===== src/hdl/dcp_defines.svh =====
// constants of the debug command port
`ifndef DCP_DEFINES_SVH
`define DCP_DEFINES_SVH
`define DCP_CMD_REV 8'h00
`define DCP_CMD_CNTW 8'h01
`define DCP_CMD_STAT 8'h02
`define DCP_CMD_CNTR 8'h03
`define DCP_CMD_REGRD 8'h09
`define DCP_CMD_PMWR 8'h0A
`define DCP_CMD_PMRD 8'h0B
`define DCP_CMD_CRC 8'h0E
`define DCP_ARGS_NONE 3'h0
`define DCP_ARGS_ONE 3'h1
`define DCP_ARGS_CNTW 3'h2
`define DCP_ARGS_REGRD 3'h3
`define DCP_ARGS_PM 3'h4
`define DCP_FILL 8'hFF
`define DCP_PERIPH_NIB 4'hF
`define DCP_ZERO_SIZE8 8'h00
`define DCP_ZERO_SIZE16 16'h0000
`define DCP_SIZE_REG_MAX 17'h00100
`define DCP_SIZE_PM_MAX 17'h10000
`define DCP_CNT_ONE 17'h00001
`define DCP_CNT_TWO 17'h00002
`define DCP_CTR_ZERO 16'h0000
`define DCP_CTR_ONE 16'h0001
`define DCP_ADDR_ZERO 16'h0000
`define DCP_CRC_POLY 16'h1021
`define DCP_CRC_INIT 16'hFFFF
`endif


===== src/hdl/dcp_pkg.sv =====
// types shared by the debug command port
package dcp_pkg;
  typedef enum logic [6:0] {
    DCP_ST_IDLE = 7'h01,
    DCP_ST_ARG = 7'h02,
    DCP_ST_FETCH = 7'h04,
    DCP_ST_WAIT = 7'h08,
    DCP_ST_LOAD = 7'h10,
    DCP_ST_PUSH = 7'h20,
    DCP_ST_WR = 7'h40
  } dcp_state_t;

  typedef struct packed {
    logic rd;
    logic wr;
    logic [15:0] addr;
    logic [7:0] wdata;
  } dcp_pm_req_t;

  typedef struct packed {
    logic rd;
    logic side_effect;
    logic [11:0] addr;
  } dcp_reg_req_t;
endpackage : dcp_pkg


===== src/hdl/dcp_debug_command_port.sv =====
// debug command interpreter behind the debug line
`timescale 1ns/1ps
`include "dcp_defines.svh"

module dcp_debug_command_port #(
  parameter logic [15:0] REVISION = 16'h0100, // value is arbitrary
  parameter logic [11:0] WDT_STAT_ADDR = 12'hFF0, // value is arbitrary
  parameter logic [16:0] CRC_BYTES = 17'h10000,
  parameter int BUF_DEPTH = 2
) (
  input wire logic clk,
  input wire logic resetn,
  input wire logic rx_valid,
  input wire logic [7:0] rx_data,
  output logic rx_ready,
  output logic tx_valid,
  output logic [7:0] tx_data,
  input wire logic tx_ready,
  input wire logic debug_mode,
  input wire logic read_protect,
  input wire logic flash_unlocked,
  input wire logic count_enable,
  input wire logic [7:0] debug_status,
  output logic [15:0] debug_counter,
  output logic break_request,
  output dcp_pkg::dcp_reg_req_t reg_req,
  input wire logic [7:0] reg_rd_data,
  output dcp_pkg::dcp_pm_req_t pm_req,
  input wire logic [7:0] pm_rd_data
);

  localparam int PW = (BUF_DEPTH > 1) ? $clog2(BUF_DEPTH) : 1;
  localparam int CW = $clog2(BUF_DEPTH + 1);
  dcp_pkg::dcp_state_t state_ff;
  logic [7:0] cmd_ff;
  logic [2:0] args_ff;
  logic [23:0] opnd_ff;
  logic [15:0] addr_ff;
  logic [16:0] cnt_ff;
  logic [7:0] byte_ff;
  logic [15:0] crc_ff;
  logic crc_run_ff;
  logic ok_ff;
  logic [15:0] counter_ff;
  logic brk_ff;
  dcp_pkg::dcp_pm_req_t pm_req_ff;
  dcp_pkg::dcp_reg_req_t reg_req_ff;
  logic [7:0] buf_mem [BUF_DEPTH];
  logic [PW-1:0] wp_ff;
  logic [PW-1:0] rp_ff;
  logic [CW-1:0] buf_cnt_ff;

  logic take;
  logic last_arg;
  logic la_valid;
  logic [7:0] la_cmd;
  logic [31:0] op_word;
  logic [16:0] reg_size;
  logic [16:0] pm_size;
  logic cnt_load;
  logic rd_ok;
  logic wr_ok;
  logic buf_in_valid;
  logic buf_in_ready;
  logic buf_push;
  logic buf_pop;
  logic push_last;

  function automatic logic [2:0] nargs(input logic [7:0] c);
    unique case (c)
      `DCP_CMD_CNTW: nargs = `DCP_ARGS_CNTW;
      `DCP_CMD_REGRD: nargs = `DCP_ARGS_REGRD;
      `DCP_CMD_PMWR, `DCP_CMD_PMRD: nargs = `DCP_ARGS_PM;
      default: nargs = `DCP_ARGS_NONE;
    endcase
  endfunction : nargs
  function automatic logic [15:0] crc_step(input logic [15:0] c, input logic [7:0] d);
    logic [15:0] r;
    r = c ^ {d, 8'h00};
    for (int i = 0; i < 8; i++) begin
      r = r[15] ? ({r[14:0], 1'b0} ^ `DCP_CRC_POLY) : {r[14:0], 1'b0};
    end
    crc_step = r;
  endfunction : crc_step

  ////////////////////////////////////////////////////////////////////////////////
  // command decode
  assign rx_ready = (state_ff == dcp_pkg::DCP_ST_IDLE) || (state_ff == dcp_pkg::DCP_ST_ARG)
                  || (state_ff == dcp_pkg::DCP_ST_WR);
  assign take = rx_valid && rx_ready;
  assign last_arg = take && (state_ff == dcp_pkg::DCP_ST_ARG) && (args_ff == `DCP_ARGS_ONE);
  assign la_valid = last_arg || (take && (state_ff == dcp_pkg::DCP_ST_IDLE)
                                 && (nargs(rx_data) == `DCP_ARGS_NONE));
  assign la_cmd = last_arg ? cmd_ff : rx_data;
  assign op_word = {opnd_ff, rx_data};
  assign reg_size = (op_word[7:0] == `DCP_ZERO_SIZE8) ? `DCP_SIZE_REG_MAX
                  : {9'h000, op_word[7:0]};
  assign pm_size = (op_word[15:0] == `DCP_ZERO_SIZE16) ? `DCP_SIZE_PM_MAX
                 : {1'b0, op_word[15:0]};
  assign cnt_load = last_arg && (cmd_ff == `DCP_CMD_CNTW) && debug_mode;
  // read gate is judged once per byte, at the fetch
  assign rd_ok = debug_mode && (!read_protect || ((cmd_ff == `DCP_CMD_REGRD)
               && (addr_ff[11:8] == `DCP_PERIPH_NIB)));
  assign wr_ok = debug_mode && !read_protect && flash_unlocked;

  ////////////////////////////////////////////////////////////////////////////////
  // sequencer
  always_ff @(posedge clk) begin
    if (!resetn) begin
      state_ff <= dcp_pkg::DCP_ST_IDLE;
    end else begin
      unique case (state_ff)
        dcp_pkg::DCP_ST_IDLE, dcp_pkg::DCP_ST_ARG: begin
          if (la_valid) begin
            unique case (la_cmd)
              `DCP_CMD_REV, `DCP_CMD_STAT, `DCP_CMD_CNTR, `DCP_CMD_REGRD, `DCP_CMD_PMRD,
              `DCP_CMD_CRC: state_ff <= dcp_pkg::DCP_ST_FETCH;
              `DCP_CMD_PMWR: state_ff <= dcp_pkg::DCP_ST_WR;
              default: state_ff <= dcp_pkg::DCP_ST_IDLE;
            endcase
          end else if (take) begin
            state_ff <= dcp_pkg::DCP_ST_ARG;
          end
        end
        dcp_pkg::DCP_ST_FETCH: state_ff <= dcp_pkg::DCP_ST_WAIT;
        dcp_pkg::DCP_ST_WAIT: state_ff <= dcp_pkg::DCP_ST_LOAD;
        dcp_pkg::DCP_ST_LOAD: begin
          state_ff <= crc_run_ff ? dcp_pkg::DCP_ST_FETCH : dcp_pkg::DCP_ST_PUSH;
        end
        dcp_pkg::DCP_ST_PUSH: begin
          if (buf_in_ready) begin
            state_ff <= push_last ? dcp_pkg::DCP_ST_IDLE : dcp_pkg::DCP_ST_FETCH;
          end
        end
        dcp_pkg::DCP_ST_WR: begin
          if (take && (cnt_ff == `DCP_CNT_ONE)) begin
            state_ff <= dcp_pkg::DCP_ST_IDLE;
          end
        end
        default: state_ff <= dcp_pkg::DCP_ST_IDLE;
      endcase
    end
  end

  ////////////////////////////////////////////////////////////////////////////////
  // operands, address and byte count
  assign push_last = cnt_ff == `DCP_CNT_ONE;
  always_ff @(posedge clk) begin
    if (!resetn) begin
      cmd_ff <= `DCP_CMD_REV;
      args_ff <= `DCP_ARGS_NONE;
      opnd_ff <= '0;
      addr_ff <= `DCP_ADDR_ZERO;
      cnt_ff <= `DCP_CNT_ONE;
    end else begin
      if (take && (state_ff == dcp_pkg::DCP_ST_IDLE)) begin
        cmd_ff <= rx_data;
        args_ff <= nargs(rx_data);
      end else if (take && (state_ff == dcp_pkg::DCP_ST_ARG)) begin
        args_ff <= args_ff - `DCP_ARGS_ONE;
        opnd_ff <= op_word[23:0];
      end
      if (la_valid) begin
        unique case (la_cmd)
          `DCP_CMD_REV, `DCP_CMD_CNTR: cnt_ff <= `DCP_CNT_TWO;
          `DCP_CMD_STAT: cnt_ff <= `DCP_CNT_ONE;
          `DCP_CMD_CRC: begin
            cnt_ff <= CRC_BYTES;
            addr_ff <= `DCP_ADDR_ZERO;
          end
          `DCP_CMD_REGRD: begin
            cnt_ff <= reg_size;
            addr_ff <= {4'h0, op_word[19:8]};
          end
          `DCP_CMD_PMWR, `DCP_CMD_PMRD: begin
            cnt_ff <= pm_size;
            addr_ff <= op_word[31:16];
          end
          default: cnt_ff <= cnt_ff;
        endcase
      end else if ((state_ff == dcp_pkg::DCP_ST_LOAD) && crc_run_ff) begin
        addr_ff <= addr_ff + 16'h0001;
        cnt_ff <= push_last ? `DCP_CNT_TWO : (cnt_ff - `DCP_CNT_ONE);
      end else if (((state_ff == dcp_pkg::DCP_ST_PUSH) && buf_in_ready)
                   || ((state_ff == dcp_pkg::DCP_ST_WR) && take)) begin
        addr_ff <= addr_ff + 16'h0001;
        cnt_ff <= cnt_ff - `DCP_CNT_ONE;
      end
    end
  end

  ////////////////////////////////////////////////////////////////////////////////
  // memory requests
  always_ff @(posedge clk) begin
    if (!resetn) begin
      pm_req_ff <= '0;
      reg_req_ff <= '0;
      ok_ff <= 1'b0;
    end else begin
      pm_req_ff.rd <= 1'b0;
      pm_req_ff.wr <= 1'b0;
      reg_req_ff.rd <= 1'b0;
      if (state_ff == dcp_pkg::DCP_ST_FETCH) begin
        ok_ff <= rd_ok;
        pm_req_ff.addr <= addr_ff;
        // protected reads are not issued, except the checksum's program reads and register reads in peripheral space, so nothing behind them is disturbed
        pm_req_ff.rd <= crc_run_ff || ((cmd_ff == `DCP_CMD_PMRD) && rd_ok);
        reg_req_ff.rd <= (cmd_ff == `DCP_CMD_REGRD) && rd_ok;
        reg_req_ff.addr <= addr_ff[11:0];
        reg_req_ff.side_effect <= addr_ff[11:0] == WDT_STAT_ADDR;
      end else if ((state_ff == dcp_pkg::DCP_ST_WR) && take) begin
        pm_req_ff.wr <= wr_ok;
        pm_req_ff.addr <= addr_ff;
        pm_req_ff.wdata <= rx_data;
      end
    end
  end

  assign pm_req = pm_req_ff;
  assign reg_req = reg_req_ff;

  ////////////////////////////////////////////////////////////////////////////////
  // answer byte and program checksum
  always_ff @(posedge clk) begin
    if (!resetn) begin
      byte_ff <= `DCP_FILL;
      crc_ff <= `DCP_CRC_INIT;
      crc_run_ff <= 1'b0;
    end else begin
      if (la_valid && (la_cmd == `DCP_CMD_CRC)) begin
        crc_ff <= `DCP_CRC_INIT;
        crc_run_ff <= 1'b1;
      end else if ((state_ff == dcp_pkg::DCP_ST_LOAD) && crc_run_ff) begin
        crc_ff <= crc_step(crc_ff, pm_rd_data);
        crc_run_ff <= !push_last;
      end else if (state_ff == dcp_pkg::DCP_ST_LOAD) begin
        unique case (cmd_ff)
          `DCP_CMD_REV: byte_ff <= (cnt_ff == `DCP_CNT_TWO) ? REVISION[15:8]
                                 : REVISION[7:0];
          `DCP_CMD_CNTR: byte_ff <= (cnt_ff == `DCP_CNT_TWO) ? counter_ff[15:8]
                                  : counter_ff[7:0];
          `DCP_CMD_STAT: byte_ff <= debug_status;
          `DCP_CMD_REGRD: byte_ff <= ok_ff ? reg_rd_data : `DCP_FILL;
          `DCP_CMD_PMRD: byte_ff <= ok_ff ? pm_rd_data : `DCP_FILL;
          `DCP_CMD_CRC: byte_ff <= (cnt_ff == `DCP_CNT_TWO) ? crc_ff[15:8] : crc_ff[7:0];
          default: byte_ff <= `DCP_FILL;
        endcase
      end
    end
  end

  ////////////////////////////////////////////////////////////////////////////////
  // debug counter
  always_ff @(posedge clk) begin
    if (!resetn) begin
      counter_ff <= `DCP_CTR_ZERO;
      brk_ff <= 1'b0;
    end else begin
      brk_ff <= !cnt_load && count_enable && (counter_ff == `DCP_CTR_ONE);
      if (cnt_load) begin
        counter_ff <= op_word[15:0];
      end else if (count_enable && (counter_ff != `DCP_CTR_ZERO)) begin
        counter_ff <= counter_ff - `DCP_CTR_ONE;
      end
    end
  end

  assign debug_counter = counter_ff;
  assign break_request = brk_ff;

  ////////////////////////////////////////////////////////////////////////////////
  // answer buffer: a stalled receiver holds the sequencer in its push state
  assign buf_in_valid = state_ff == dcp_pkg::DCP_ST_PUSH;
  assign buf_in_ready = buf_cnt_ff != CW'(BUF_DEPTH);
  assign buf_push = buf_in_valid && buf_in_ready;
  assign tx_valid = buf_cnt_ff != '0;
  assign buf_pop = tx_valid && tx_ready;
  assign tx_data = buf_mem[rp_ff];

  always_ff @(posedge clk) begin
    if (!resetn) begin
      wp_ff <= '0;
      rp_ff <= '0;
      buf_cnt_ff <= '0;
      for (int i = 0; i < BUF_DEPTH; i++) begin
        buf_mem[i] <= `DCP_FILL;
      end
    end else begin
      if (buf_push) begin
        buf_mem[wp_ff] <= byte_ff;
        wp_ff <= (wp_ff == PW'(BUF_DEPTH - 1)) ? '0 : wp_ff + PW'(1);
      end
      if (buf_pop) begin
        rp_ff <= (rp_ff == PW'(BUF_DEPTH - 1)) ? '0 : rp_ff + PW'(1);
      end
      buf_cnt_ff <= buf_cnt_ff + CW'(buf_push) - CW'(buf_pop);
    end
  end
endmodule : dcp_debug_command_port


===== config.mk =====
export PLATFORM = sky130hd
export DESIGN_NAME = dcp_debug_command_port
export DESIGN_NICKNAME = d
export VERILOG_FILES = /design/src/hdl/dcp_pkg.sv /design/src/hdl/dcp_debug_command_port.sv
export VERILOG_INCLUDE_DIRS = /design/src /design/src/hdl
export SDC_FILE = /design/constraint.sdc
export NUM_CORES = 1
export LEC_CHECK = 0
export BUFFER_PORTS_ARGS = -buffer_cell sky130_fd_sc_hd__buf_2
export CORE_MARGIN = 4
export CORE_UTILIZATION = 41
export DETAILED_ROUTE_END_ITERATION = 8
export PLACE_DENSITY = 0.66
export RECOVER_POWER = 100
export SLEW_MARGIN = 10
export SYNTH_ARGS = -nofsm -noshare
export SYNTH_HDL_FRONTEND = slang
export SYNTH_SLANG_ARGS = --single-unit
export TNS_END_PERCENT = 50

===== constraint.sdc =====
create_clock -name clk -period 5.4 [get_ports clk]
set_input_delay 0.54 -clock clk [delete_from_list [all_inputs] [get_ports clk]]
set_output_delay 0.54 -clock clk [all_outputs]
set_load 0.01 [all_outputs]

* Word-level counts from Yosys, hierarchy flattened *
Memory sizes are Yosys's and may differ from the RTL's. A register that Yosys moved wholly into a read port is not among the register bits.
Cells that the tools add are included.

word-level totals
  register bits after elaboration = 162
  RAM bits = 16
  memories kept = 1

memories
  memory   words  width  rd ports  clocked after Yosys merged registers in  write ports  line                          RTL
  buf_mem  2      8      1         1                                        2            dcp_debug_command_port.sv:48  logic [7:0] buf_mem [BUF_DEPTH];

operators by class
  add/subtract/negate cells = 8
  equal/unequal tests = 35
  mux-type cells = 54
  bitwise operators = 15
  reductions and logical operators = 58

operators with widths
  operator               number
  $mux 13                8
  $mux 16                6
  $mux 17                5
  $pmux 17 s5            1
  $eq 8x4->1 const B     10
  $mux 8                 6
  $pmux 16 s3            1
  $pmux 8 s6             1
  $pmux 7 s6             1
  $eq 8x2->1 const B     4
  $mux 7                 4
  $logic_not 8->1        3
  $mux 24                1
  $not 3->3              8
  $logic_and 1x1->1      22
  $eq 17x1->1 const B    1
  $eq 17x2->1 const B    1
  $sub 17x1->17 const B  1
  $add 16x1->16 const B  1
  $eq 16x1->1 const B    1
  $eq 8x1->1 const B     2
  $logic_not 16->1       1
  $reduce_bool 16->1     1
  $sub 16x1->16 const B  1
  other kinds (38)       79

* Logic depth before layout (Yosys ltp) *
Gate-level depths: netlist (run 1).

  depth after elaboration = 17
  depth in mapped cells = 11
  depth with buffers taken out = 10

* Least setup slack after synthesis (run 1) *
Ideal clock, no wire load.

  path type = input to register
  start = input port rx_data[4]
  end = register addr_ff[15]
  arrival time = 2411 ps
  data required time = 5285 ps
  slack = 2874 ps
  cell stages on the path = 8
  path buffers = 2
  cells stage by stage = or4_1 -> buf_2 -> a2111o_1 -> mux2_4 -> o21ai_4 -> buf_6 -> a21boi_0 -> o21a_1

on the way
  longest elaborated chain between the ends = 8
  elaborated cells between the ends (all ways) = 20
  those cells by class = eq/ne (9); mux (4); reduce/logical (7)

ends and longest elaborated chain
  what                                                              line                           RTL
  start, declared                                                   dcp_debug_command_port.sv:14   input wire logic [7:0] rx_data,
  $eq 8x4->1                                                        dcp_debug_command_port.sv:70   unique case (c)
  $reduce_or 2->1                                                   dcp_debug_command_port.sv:70
  $pmux 3 s3                                                        dcp_debug_command_port.sv:70
  $logic_not 3->1 (no line)                                         n/a
  $logic_and 1x1->1                                                 dcp_debug_command_port.sv:92   assign la_valid = last_arg || (take && (state_ff == dcp_pkg::DCP_ST_IDLE)
  $logic_or 1x1->1                                                  dcp_debug_command_port.sv:92
  $ne 4x1->1 (no line) / $reduce_bool 3->1 (equally long branches)  n/a
  $reduce_and 2->1 (no line)                                        n/a
  end signal, assigned                                              dcp_debug_command_port.sv:153  addr_ff <= `DCP_ADDR_ZERO;
  end signal, assigned                                              dcp_debug_command_port.sv:169  addr_ff <= `DCP_ADDR_ZERO;
  end signal, assigned                                              dcp_debug_command_port.sv:173  addr_ff <= {4'h0, op_word[19:8]};
  end, declared                                                     dcp_debug_command_port.sv:38   logic [15:0] addr_ff;

Several ways; a longest one is shown, not always the timed one.
A chain may end at the register's enable or synchronous reset.

* Worst setup path after layout (run 1) *
  start = register state_ff[4]
  end = register cnt_ff[12]

on the way
  longest elaborated chain between the ends = 11
  elaborated cells between the ends (all ways) = 33
  those cells by class = eq/ne (12); mux (4); reduce/logical (17)

ends and longest elaborated chain
  what                                                line                                                                                      RTL
  start, declared                                     dcp_debug_command_port.sv:34                                                              dcp_pkg::dcp_state_t state_ff;
  start signal, assigned                              dcp_debug_command_port.sv:110                                                             state_ff <= dcp_pkg::DCP_ST_IDLE;
  start signal, assigned                              dcp_debug_command_port.sv:117                                                             `DCP_CMD_CRC: state_ff <= dcp_pkg::DCP_ST_FETCH;
  start signal, assigned                              dcp_debug_command_port.sv:118                                                             `DCP_CMD_PMWR: state_ff <= dcp_pkg::DCP_ST_WR;
  $eq 7x1->1 / $eq 7x2->1 (equally long branches)     dcp_debug_command_port.sv:88, dcp_debug_command_port.sv:92, dcp_debug_command_port.sv:91
  $logic_or 1x1->1                                    dcp_debug_command_port.sv:88                                                              assign rx_ready = (state_ff == dcp_pkg::DCP_ST_IDLE) || (state_ff == dcp_pkg::DCP_ST_ARG)
  $logic_or 1x1->1                                    dcp_debug_command_port.sv:89                                                              || (state_ff == dcp_pkg::DCP_ST_WR);
  $logic_and 1x1->1                                   dcp_debug_command_port.sv:90                                                              assign take = rx_valid && rx_ready;
  $logic_and 1x1->1 (2 in a row)                      dcp_debug_command_port.sv:91                                                              assign last_arg = take && (state_ff == dcp_pkg::DCP_ST_ARG) && (args_ff == `DCP_ARGS_ONE);
  $mux 8                                              dcp_debug_command_port.sv:94                                                              assign la_cmd = last_arg ? cmd_ff : rx_data;
  $eq 8x4->1 (tied with other cells)                  dcp_debug_command_port.sv:164                                                             unique case (la_cmd)
  $reduce_or 2->1                                     dcp_debug_command_port.sv:164
  $pmux 17 s5 / $ne 6x1->1 (equally long branches)    n/a
  $mux 17 / $reduce_and 2->1 (equally long branches)  n/a
  end signal, assigned                                dcp_debug_command_port.sv:165                                                             `DCP_CMD_REV, `DCP_CMD_CNTR: cnt_ff <= `DCP_CNT_TWO;
  end signal, assigned                                dcp_debug_command_port.sv:166                                                             `DCP_CMD_STAT: cnt_ff <= `DCP_CNT_ONE;
  end signal, assigned                                dcp_debug_command_port.sv:172                                                             cnt_ff <= reg_size;
  end, declared                                       dcp_debug_command_port.sv:39                                                              logic [16:0] cnt_ff;

Several ways; a longest one is shown, not always the timed one.

==> results by group, run 1 <==
Outcome
  • Failing checks: capacitance limit, slew limit
  • Status: finished, violations left

Clocking
  • Worst-case clock buffer depth: 2
  • CTS tree: done
  • Clk root buf: clkbuf_16
  • Post-CTS setup buffer count: 0
  • Clock-pin transition on the worst setup and hold timing paths: 0.07 ns
  • CTS Sinks: 179
  • CTS Hold Buffers Added: 0
  • Worst-Skew Late Latency: between 0.4 and 0.5 ns
  • CTS Buf Count: 17
  • Post-CTS sizing: 0
  • H-tree levels: 4

Final layout
  • Multi-input gate area in the final layout: between 5000 and 6000 sq um
  • Non-Filler Instances: 1534
  • Register area: 3740 sq um
  • Final Net Count: around 1300
  • Layout cells sized above 1: approximately a tenth
  • Antenna cell count: 0
  • Most frequent cells in the layout: nand2_1 (192), dfxtp_1 (163), a21oi_1 (115)
  • Most common cell after layout, fill and taps aside: nand2_1
  • Area Growth Syn to Fin: 11.7%
  • FILL cells: approximately 2300

Yosys
  • Yosys top cell by area: dfxtp_1
  • Seq/Total Area, Yosys: between 30% and 40%
  • Post-synth cell types: a little under 90
  • YS warnings: 0
  • Post-Syn Nets: approximately 1200
  • Post-synth EDFFs: 16
  • Synth Instances: ~1200
  • Synth Flop Type: dfxtp_1
  • Top post-synthesis cells by area: dfxtp_1 (34%), nand2_1 (7.6%), a21oi_1 (6.0%), edfxtp_1 (5.0%), nor2_1 (3.2%)
  • Avg Inst Size Synth: approximately 8.3 sq um
  • Yosys reg bits: 179
  • Top cell type's share of synthesized area: about a third
  • Mapped Area: approximately 9500 sq um
  • Ys async rst share: 0%

Routing
  • Routed Wire Length: a little under 30000 um
  • Vias per cell: between 5 and 6
  • Initial DRC count: 940
  • Vias after detailed routing: 8897
  • Wire length per cell: slightly below 20 um
  • Antenna-violating nets left: 0
  • DRT Pass-1 Iters: 6
  • Drt drc: 0

Floorplan
  • Die width: between 150 and 200 um
  • Die area: between 20000 and 30000 sq um
  • Ports: around 110
  • Core Region: about 23000 sq um
  • Initial core utilization: a little over two fifths
  • # rows: 55
  • Die height: 161 um

Placed design
  • Place WS: between 1.5 and 2 ns
  • Cells after DPL: between 1500 and 2000
  • Routability Congestion: approximately 0.94
  • Post-DP HPWL: approximately 21000 um
  • Port buffer count: ~110

Global route
  • Met1 usage: about a third
  • Initial antenna violation count: 1
  • Tot GR Track Use: roughly 22%
  • Pin count of the biggest net entering global routing: 52
  • First-pass GRT wire length: around 46000 um
  • Met3 Track Usage GR: under 10%
  • Global routing's busiest layer: met2
  • Number of global-route vias before repair: approximately 8100
  • GRT overflow: 0
  • GRT met2 Usage: about 34%

Worst setup path
  • Worst Path Required: approximately 5.7 ns
  • Critical path's largest stage delay: 0.90 ns
  • Crit path buffers/inverters: 1
  • Maximum fanout along the worst path: 15
  • Worst Setup Path Type: register to register
  • Crit path max-delay family: simple AND/OR/NAND/NOR gates
  • Worst path slowest cell: nand4_1
  • Critical Path End Type: register
  • CP startpoint kind: register
  • Worst endpoint data arrival time: 4.47 ns
  • Worst path cell trace: nor3_1 > nand4_1 > clkbuf_1 > mux2_1 > nand3_1 > nand2_1 > a32o_1

Timing
  • Max Clock Freq: ~240 MHz
  • Hold_ws: between 0.4 and 0.5 ns
  • PnR worst setup slack: about 1.3 ns
  • Setup TNS Final: 0 ns
  • Slew headroom: -61.8%
  • Final Hold Fails: 0
  • Worst slew pin tran: 2.43 ns
  • Clk_skew: about 0.013 ns
  • Setup repair after global routing missed its margin: false
  • Final setup fails: 0
  • Tmin final: 4.13 ns
  • Slew Limit Fails: about 160
  • Crit share post-route: between 70% and 80%

Power and ir drop
  • Pwr dens: roughly 360 nW/um^2
  • Static Leak: 3.74 nW
  • Worst vdd ir: between 0.2 and 0.25 mV
  • Total power: around 3.8 mW

Run
  • Max Cap Viol: 4

Min path
  • Hold crit path type: input port to register
-- state kept, by name, summed over array words and instances, names as in the netlist, named ones only --
name,flops
pm_req,26
opnd_ff,24
cnt_ff,17
addr_ff,16
buf_mem,16
crc_ff,16
debug_counter,16
reg_req,14
byte_ff,8
cmd_ff,8
state_ff,7
args_ff,3
buf_cnt_ff,2
break_request,1
crc_run_ff,1
ok_ff,1
rp_ff,1
wp_ff,1
-- synth_stat cells (4+ instances only) --
cell and instances:
nor4_1 18, mux2_2 23, ha_1 11, and2_1 6, inv_1 20, dfxtp_1 163, o21a_1 6, a221o_1 4
a211oi_1 12, buf_2 14, edfxtp_1 16, or2_2 11, a221oi_1 4, nand4_1 14, and4b_1 4, nand3_1 35
nor2b_1 10, a21oi_1 115, a32o_1 6, or4_1 8, o31ai_1 6, mux2i_1 26, nand2_1 192, and4_1 4
nand2b_1 5, a22oi_1 22, xor2_1 19, nand4b_1 4, or3_1 17, o22ai_1 12, and3_1 6, o211ai_1 16
xnor2_1 31, o21ai_0 42, o32ai_1 6, clkbuf_1 54, a21boi_0 5, nor3_1 24, nand3b_1 5, nor2_1 81
-- per-stage QoR --
step,cell area (sq um),utilization [%]
after global routing,10700,46.8
after detailed placement,10200,44.7
after CTS,10800,47.4
after floorplan,9540,-
final,10700,46.8
after global placement,10200,44.7
-- cell type report --
cell class	count	area share (%)
clock buffers	19	4.36
multi-input cells	873	50.0
well taps	313	3.68
flip-flops and latches	179	35.2
inverters	21	0.764
repair buffers	116	4.75
clock inverters	13	1.27
-- final timing paths --
| path | endpoint | from | depth (start not counted) | slack, ns |
|---|---|---|---|---|
| setup / recovery | cnt_ff[12] | state_ff[4] | 7 | 1.27 |
| hold reg to reg | pm_req[21] | pm_req[21] | 2 | 0.46 |
| hold / removal | opnd_ff[4] | rx_data[4] | 3 | 0.42 |
| setup reg to reg | cnt_ff[12] | state_ff[4] | 7 | 1.27 |
-- power by group --
group          internal [mW]  switching [mW]
clock network          0.656           0.604
logic                  0.384           0.603
registers               1.43           0.156
-- layer usage --
metal / up-vias / part of all wire, %
li1: 4275 / -
met1: 4188 / 45
met2: 375 / 45
met3: 57 / 6.9
met4: 2 / 2.6
met5: - / 0.044
-- cell families after synthesis --
logic type,Yosys count,synth area share [%]
buffers and inverters,99,4.47
adder cells (fa/ha/maj),11,1.44
AND/OR/NAND/NOR,465,24.2
flip-flops,179,39.2
XOR/XNOR,50,4.59
multiplexers,51,5.84
AO/OA/AOI/OAI,296,20.2
-- worst reg2reg max path, cell delays in order, from the launching register on --
cell,delay (ns)
dfxtp_1,0.37
nor3_1,0.83
nand4_1,0.90
clkbuf_1,0.41
mux2_1,0.43
nand3_1,0.38
nand2_1,0.36
a32o_1,0.35
No activity file was read; power rests on OpenSTA's default activity.
==> run 2: changes to the inputs <==
Settings changed: PLACE_DENSITY 0.66 to 0.69.
Clock period 5.4 ns to 3.4 ns, I/O delays scaled along.
==> run 2 against run 1 <==
Effect of this change: the run still ends with capacitance limit, slew limit left; sequential share of layout area is 0.46 points lower; clock skew hardly changed; worst hold slack worse by 0.21 ns; clock power is 58% higher; final cell count is 1.2% higher; cell area is 1.3% higher; core utilization is 0.62 points higher; maximum frequency is 38% higher; first-iteration DRC count is 8.8% higher; critical path depth is 4 higher; critical endpoint is now addr_ff[4].
==> results by group, run 2 (same netlist as run 1, synthesis figures left out) <==
Timing
  • Slew headroom: -4.73% (+57 points)
  • Hold_ws: 0.216 ns (-0.208 ns)
  • Final Hold Fails: 0 (unchanged)
  • Crit share post-route: 88.3% (+12 points)
  • Max Clock Freq: 333 MHz (+38%)
  • Slew Limit Fails: 26 (-83%)
  • Worst slew pin tran: 1.57 ns (-0.857 ns)
  • Final setup fails: 0 (unchanged)
  • Setup repair after global routing missed its margin: false
  • Setup TNS Final: 0 ns (unchanged)
  • Clk_skew: 0.0126 ns (+0.0000877 ns)
  • Tmin final: 3.00 ns (-1.13 ns)

Power and ir drop
  • Static Leak: 3.81 nW (+2.0%)
  • Worst vdd ir: 0.265 mV (+12%)
  • Pwr dens: 565 nW/um^2 (+57%)

Worst setup path
  • Maximum fanout along the worst path: 13 (-2)
  • CP startpoint kind: register
  • Worst Path Required: 3.73 ns (-2.01 ns)
  • Worst Setup Path Type: register to register
  • Critical Path End Type: register
  • Worst endpoint data arrival time: 3.34 ns (-1.13 ns)

Routing
  • Vias per cell: 5.84 (+0.72%)
  • Wire length per cell: 19.0 um (-1.6%)
  • Drt drc: 0 (unchanged)
  • DRT Pass-1 Iters: 5 (-1)
  • Vias after detailed routing: 9066 (+1.9%)
  • Initial DRC count: 1023 (+8.8%)
  • Routed Wire Length: 29400 um (-0.46%)
  • Antenna-violating nets left: 0 (unchanged)

Clocking
  • H-tree levels: 4 (unchanged)
  • CTS Sinks: 179 (unchanged)
  • Worst-case clock buffer depth: 2 (unchanged)
  • Post-CTS sizing: 0 (unchanged)
  • CTS Hold Buffers Added: 0 (unchanged)
  • CTS Buf Count: 17 (unchanged)
  • Clk root buf: clkbuf_16
  • Clock-pin transition on the worst setup and hold timing paths: 0.08 ns (about the same)
  • CTS tree: done
  • Worst-Skew Late Latency: 0.44 ns (about the same)
  • Post-CTS setup buffer count: 0 (unchanged)

Final layout
  • Most common cell after layout, fill and taps aside: nand2_1
  • Layout cells sized above 1: 11.6% (+1.3 points)
  • Most frequent cells in the layout: nand2_1 (192), dfxtp_1 (163), a21oi_1 (116)
  • Antenna cell count: 0 (unchanged)
  • Area Growth Syn to Fin: 13.1%
  • Final Net Count: 1277 (+1.4%)
  • Max reg flops: 26 (unchanged)

Global route
  • Pin count of the biggest net entering global routing: 42 (-19%)
  • Tot GR Track Use: 22.3% (+0.14 points)
  • GRT overflow: 0 (unchanged)
  • First-pass GRT wire length: 46600 um (+1.2%)
  • Number of global-route vias before repair: 8421 (+3.7%)
  • Initial antenna violation count: 0 (-1)

Placed design
  • Routability Congestion: 0.975 (+3.3%)
  • Port buffer count: 106 (unchanged)
  • Post-DP HPWL: 21400 um (+1.3%)

Floorplan
  • Core Region: 22800 sq um (unchanged)
  • Die width: 161 um (unchanged)
  • Initial core utilization: 41.9% (unchanged)
  • Die height: 161 um (unchanged)
  • # rows: 55 (unchanged)
  • Ports: 107 (unchanged)
  • Die area: 25800 sq um (unchanged)

Run
  • Max Cap Viol: 1 (-3)

Outcome
  • Status: finished, violations left
  • Failing checks: capacitance limit, slew limit

Min path
  • Hold crit path type: input port to register
## run 2: metrics by stage
| step | util (%) | instances | total power [mW] | worst slack, ns | instance area [sq um] |
|---|---|---|---|---|---|
| floorplan | - | 1151 | 3.66 | 1.05 | 9540 |
| global placement | 45.3 | 1520 | 4.14 | 0.563 | 10300 |
| detailed placement | 45.3 | 1520 | 4.15 | 0.487 | 10300 |
| CTS | 48.0 | 1552 | 6.14 | 0.576 | 10900 |
| global route | 47.4 | 1552 | 6.40 | 0.170 | 10800 |
| finish | 47.4 | 1552 | 6.10 | 0.396 | 10800 |
## run 2: cell type report
class | instances | area, sq um
clock buffers | 17 | 425
inverters | 21 | 81.3
well taps | 313 | 392
flip-flops and latches | 179 | 3740
clock inverters | 15 | 173
fillers | 2216 | 12000
multi-input cells | 873 | 5340
repair buffers | 134 | 632
## run 2: worst paths after layout
check,start,endpoint,slack [ns],cells past startpoint
worst max-delay path,state_ff[3],addr_ff[4],0.40,11
worst min-delay path,rx_data[6],opnd_ff[6],0.22,3
worst max register to register,state_ff[3],addr_ff[4],0.40,11
worst min register to register,pm_req[21],pm_req[21],0.46,2
## run 2: critical path: stages, from the launching register on
cell and delay (ns):
dfxtp_1 0.36, nor3_1 0.45, clkbuf_1 0.29, nand3_1 0.10
clkbuf_1 0.18, nor2b_1 0.30, inv_1 0.22, nand3_1 0.29
a21oi_1 0.07, buf_4 0.21, a21o_1 0.16, a32o_1 0.25
## run 2: per-layer routing
metal | GRT usage [%] | part of all wire, % | up-vias
met5 | 0 | 0 | -
met4 | 9.27 | 3.0 | 0
met3 | 4.08 | 7.7 | 63
met2 | 35.1 | 45 | 414
met1 | 30.3 | 44 | 4279
li1 | - | - | 4310
## run 2: where the power goes
part	leakage, nW	switching (mW)	internal (mW)
Clock	0.290	0.993	0.997
Sequential	1.43	0.233	2.26
Combinational	2.09	0.984	0.628
==> run 3: changes to the inputs <==
Settings changed: ABC_CLOCK_PERIOD_IN_PS from default to 2750.
Clock period 3.4 ns to 2.75 ns, I/O delays scaled along.
==> run 3 against run 2 <==
Effect of this change: the flow now finishes without violations; core utilization up 1.6 points; total power increased by 27%; clock power is 27% higher; count of clock-buffer cells in the layout did not move; maximum frequency up 16%; clock skew hardly changed; worst hold slack got worse by 0.048 ns; global-route usage up 0.93 points; critical path depth stayed put; sequential share of layout area shrank 1.1 points; largest power group unchanged.
==> results by group, run 3 (same netlist as run 1, synthesis figures left out) <==
Routing
  • Initial DRC count: 1012 (-1.1%)
  • DRT Pass-1 Iters: 5 (unchanged)
  • Routed Wire Length: 30500 um (+3.7%)
  • Vias after detailed routing: 9167 (+1.1%)
  • Drt drc: 0 (unchanged)
  • Wire length per cell: 19.2 um (+0.99%)
  • Vias per cell: 5.75 (-1.5%)
  • Antenna-violating nets left: 0 (unchanged)

Clocking
  • H-tree levels: 4 (unchanged)
  • CTS tree: done
  • Post-CTS setup buffer count: 0 (unchanged)
  • CTS Buf Count: 17 (unchanged)
  • Worst-case clock buffer depth: 2 (unchanged)
  • Worst-Skew Late Latency: 0.44 ns (about the same)
  • CTS Sinks: 179 (unchanged)
  • Clk root buf: clkbuf_16
  • Clock-pin transition on the worst setup and hold timing paths: 0.07 ns (about the same)
  • CTS Hold Buffers Added: 0 (unchanged)
  • Post-CTS sizing: 0 (unchanged)

Timing
  • Clk_skew: 0.0122 ns (-0.000409 ns)
  • Final Hold Fails: 0 (unchanged)
  • Max Clock Freq: 388 MHz (+16%)
  • PnR worst setup slack: 0.170 ns (-0.226 ns)
  • Hold_ws: 0.168 ns (-0.0484 ns)
  • Worst slew pin tran: 0.943 ns (-0.628 ns)
  • Setup TNS Final: 0 ns (unchanged)
  • Slew Limit Fails: 0 (-100%)
  • Crit share post-route: 93.8% (+5.5 points)
  • Slew headroom: 37.1% (+42 points)
  • Setup repair after global routing missed its margin: false
  • Final setup fails: 0 (unchanged)
  • Tmin final: 2.58 ns (-0.424 ns)

Placed design
  • Place WS: 0.0160 ns (-0.471 ns)
  • Routability Congestion: 0.913 (-6.4%)
  • Post-DP HPWL: 22100 um (+3.3%)
  • Port buffer count: 106 (unchanged)

Floorplan
  • Ports: 107 (unchanged)
  • Die height: 161 um (unchanged)
  • Core Region: 22800 sq um (unchanged)
  • # rows: 55 (unchanged)
  • Die width: 161 um (unchanged)
  • Initial core utilization: 41.9% (unchanged)
  • Die area: 25800 sq um (unchanged)

Global route
  • Tot GR Track Use: 23.3% (+0.93 points)
  • Initial antenna violation count: 0 (unchanged)
  • Number of global-route vias before repair: 8671 (+3.0%)
  • GRT overflow: 0 (unchanged)
  • First-pass GRT wire length: 48300 um (+3.6%)
  • Pin count of the biggest net entering global routing: 43 (+2.4%)

Run
  • Max Cap Viol: 0 (-1)

Final layout
  • Final Net Count: 1318 (+3.2%)
  • FILL cells: 2178 (-1.7%)
  • Max reg flops: 26 (unchanged)
  • Most frequent cells in the layout: nand2_1 (192), dfxtp_1 (163), a21oi_1 (115)
  • Area Growth Syn to Fin: 17.0%
  • Antenna cell count: 0 (unchanged)
  • Layout cells sized above 1: 14.6% (+3.0 points)
  • Most common cell after layout, fill and taps aside: nand2_1

Min path
  • Hold crit path type: input port to register

Power and ir drop
  • Pwr dens: 696 nW/um^2 (+23%)
  • Sequential Power Share: 39.3% (-1.6 points)
  • Sw power: 2.77 mW (+25%)
  • Internal Power: 5.00 mW (+29%)
  • Worst vdd ir: 0.456 mV (+72%)
  • Clock Power Share: 32.4% (-0.2 points)
  • Static Leak: 4.04 nW (+6.0%)
  • Switching Fraction: 35.6% (-0.63 points)
  • Total power: 7.77 mW (+27%)
  • Combinational share of power: 28.3% (+1.9 points)

Worst setup path
  • Worst endpoint data arrival time: 2.91 ns (-0.43 ns)
  • Critical Path End Type: register
  • Worst Setup Path Type: register to register
  • Worst Path Required: 3.08 ns (-0.65 ns)
  • Maximum fanout along the worst path: 22 (+9)
  • CP startpoint kind: register

Outcome
  • Status: finished clean
[run 3: per-stage QoR]
step	util [%]	instances	instance area, sq um
floorplan	-	1151	9540
global placement	47.0	1561	10700
detailed placement	47.0	1561	10700
CTS	49.7	1593	11300
global route	49.0	1593	11200
finish	49.0	1593	11200
[run 3: path summary, 6_finish.rpt]
| kind | startpoint | to | slack [ns] | cells after the start |
|---|---|---|---|---|
| setup / recovery | args_ff[1] | addr_ff[3] | 0.17 | 11 |
| hold / removal | resetn | byte_ff[0] | 0.17 | 2 |
| setup reg to reg | args_ff[1] | addr_ff[3] | 0.17 | 11 |
| hold reg to reg | pm_req[19] | pm_req[19] | 0.46 | 2 |
[run 3: worst max-delay path, stage by stage (launching register included)]
cell	delay (ns)
dfxtp_1	0.33
inv_1	0.06
ha_1	0.19
and4bb_2	0.24
buf_4	0.14
nand4_1	0.12
buf_12	0.19
mux2_1	0.37
buf_4	0.21
a221oi_2	0.30
a21oi_1	0.07
o221a_2	0.25
[run 3: power groups by stage]
stage	Clock [mW]	Sequential [mW]	Combinational (mW)
2_1_floorplan	0	3.06	1.46
3_3_place_gp	0	3.10	2.19
3_5_place_dp	0	3.11	2.21
4_1_cts	2.54	3.05	2.24
5_1_grt	2.65	3.08	2.41
6_report	2.52	3.05	2.19
[run 3: layout make-up]
cell class / count / area, sq um / share of cell area [%]
multi-input combinational: 873 / 5350 / 48.0
inverter: 21 / 81.3 / 0.729
timing repair buffer: 175 / 983 / 8.81
sequential: 179 / 3740 / 33.6
clock inverter: 15 / 180 / 1.61
clock buffer: 17 / 425 / 3.81
tap: 313 / 392 / 3.51
[run 3: per-layer routing]
layer  up-vias  track usage (%)  share of wire [%]
met2       380             37.1                 46
met5         -                0                  0
met3        53             3.85                6.9
li1       4405                -                  -
met1      4329             32.0                 44
met4         0             7.98                2.5
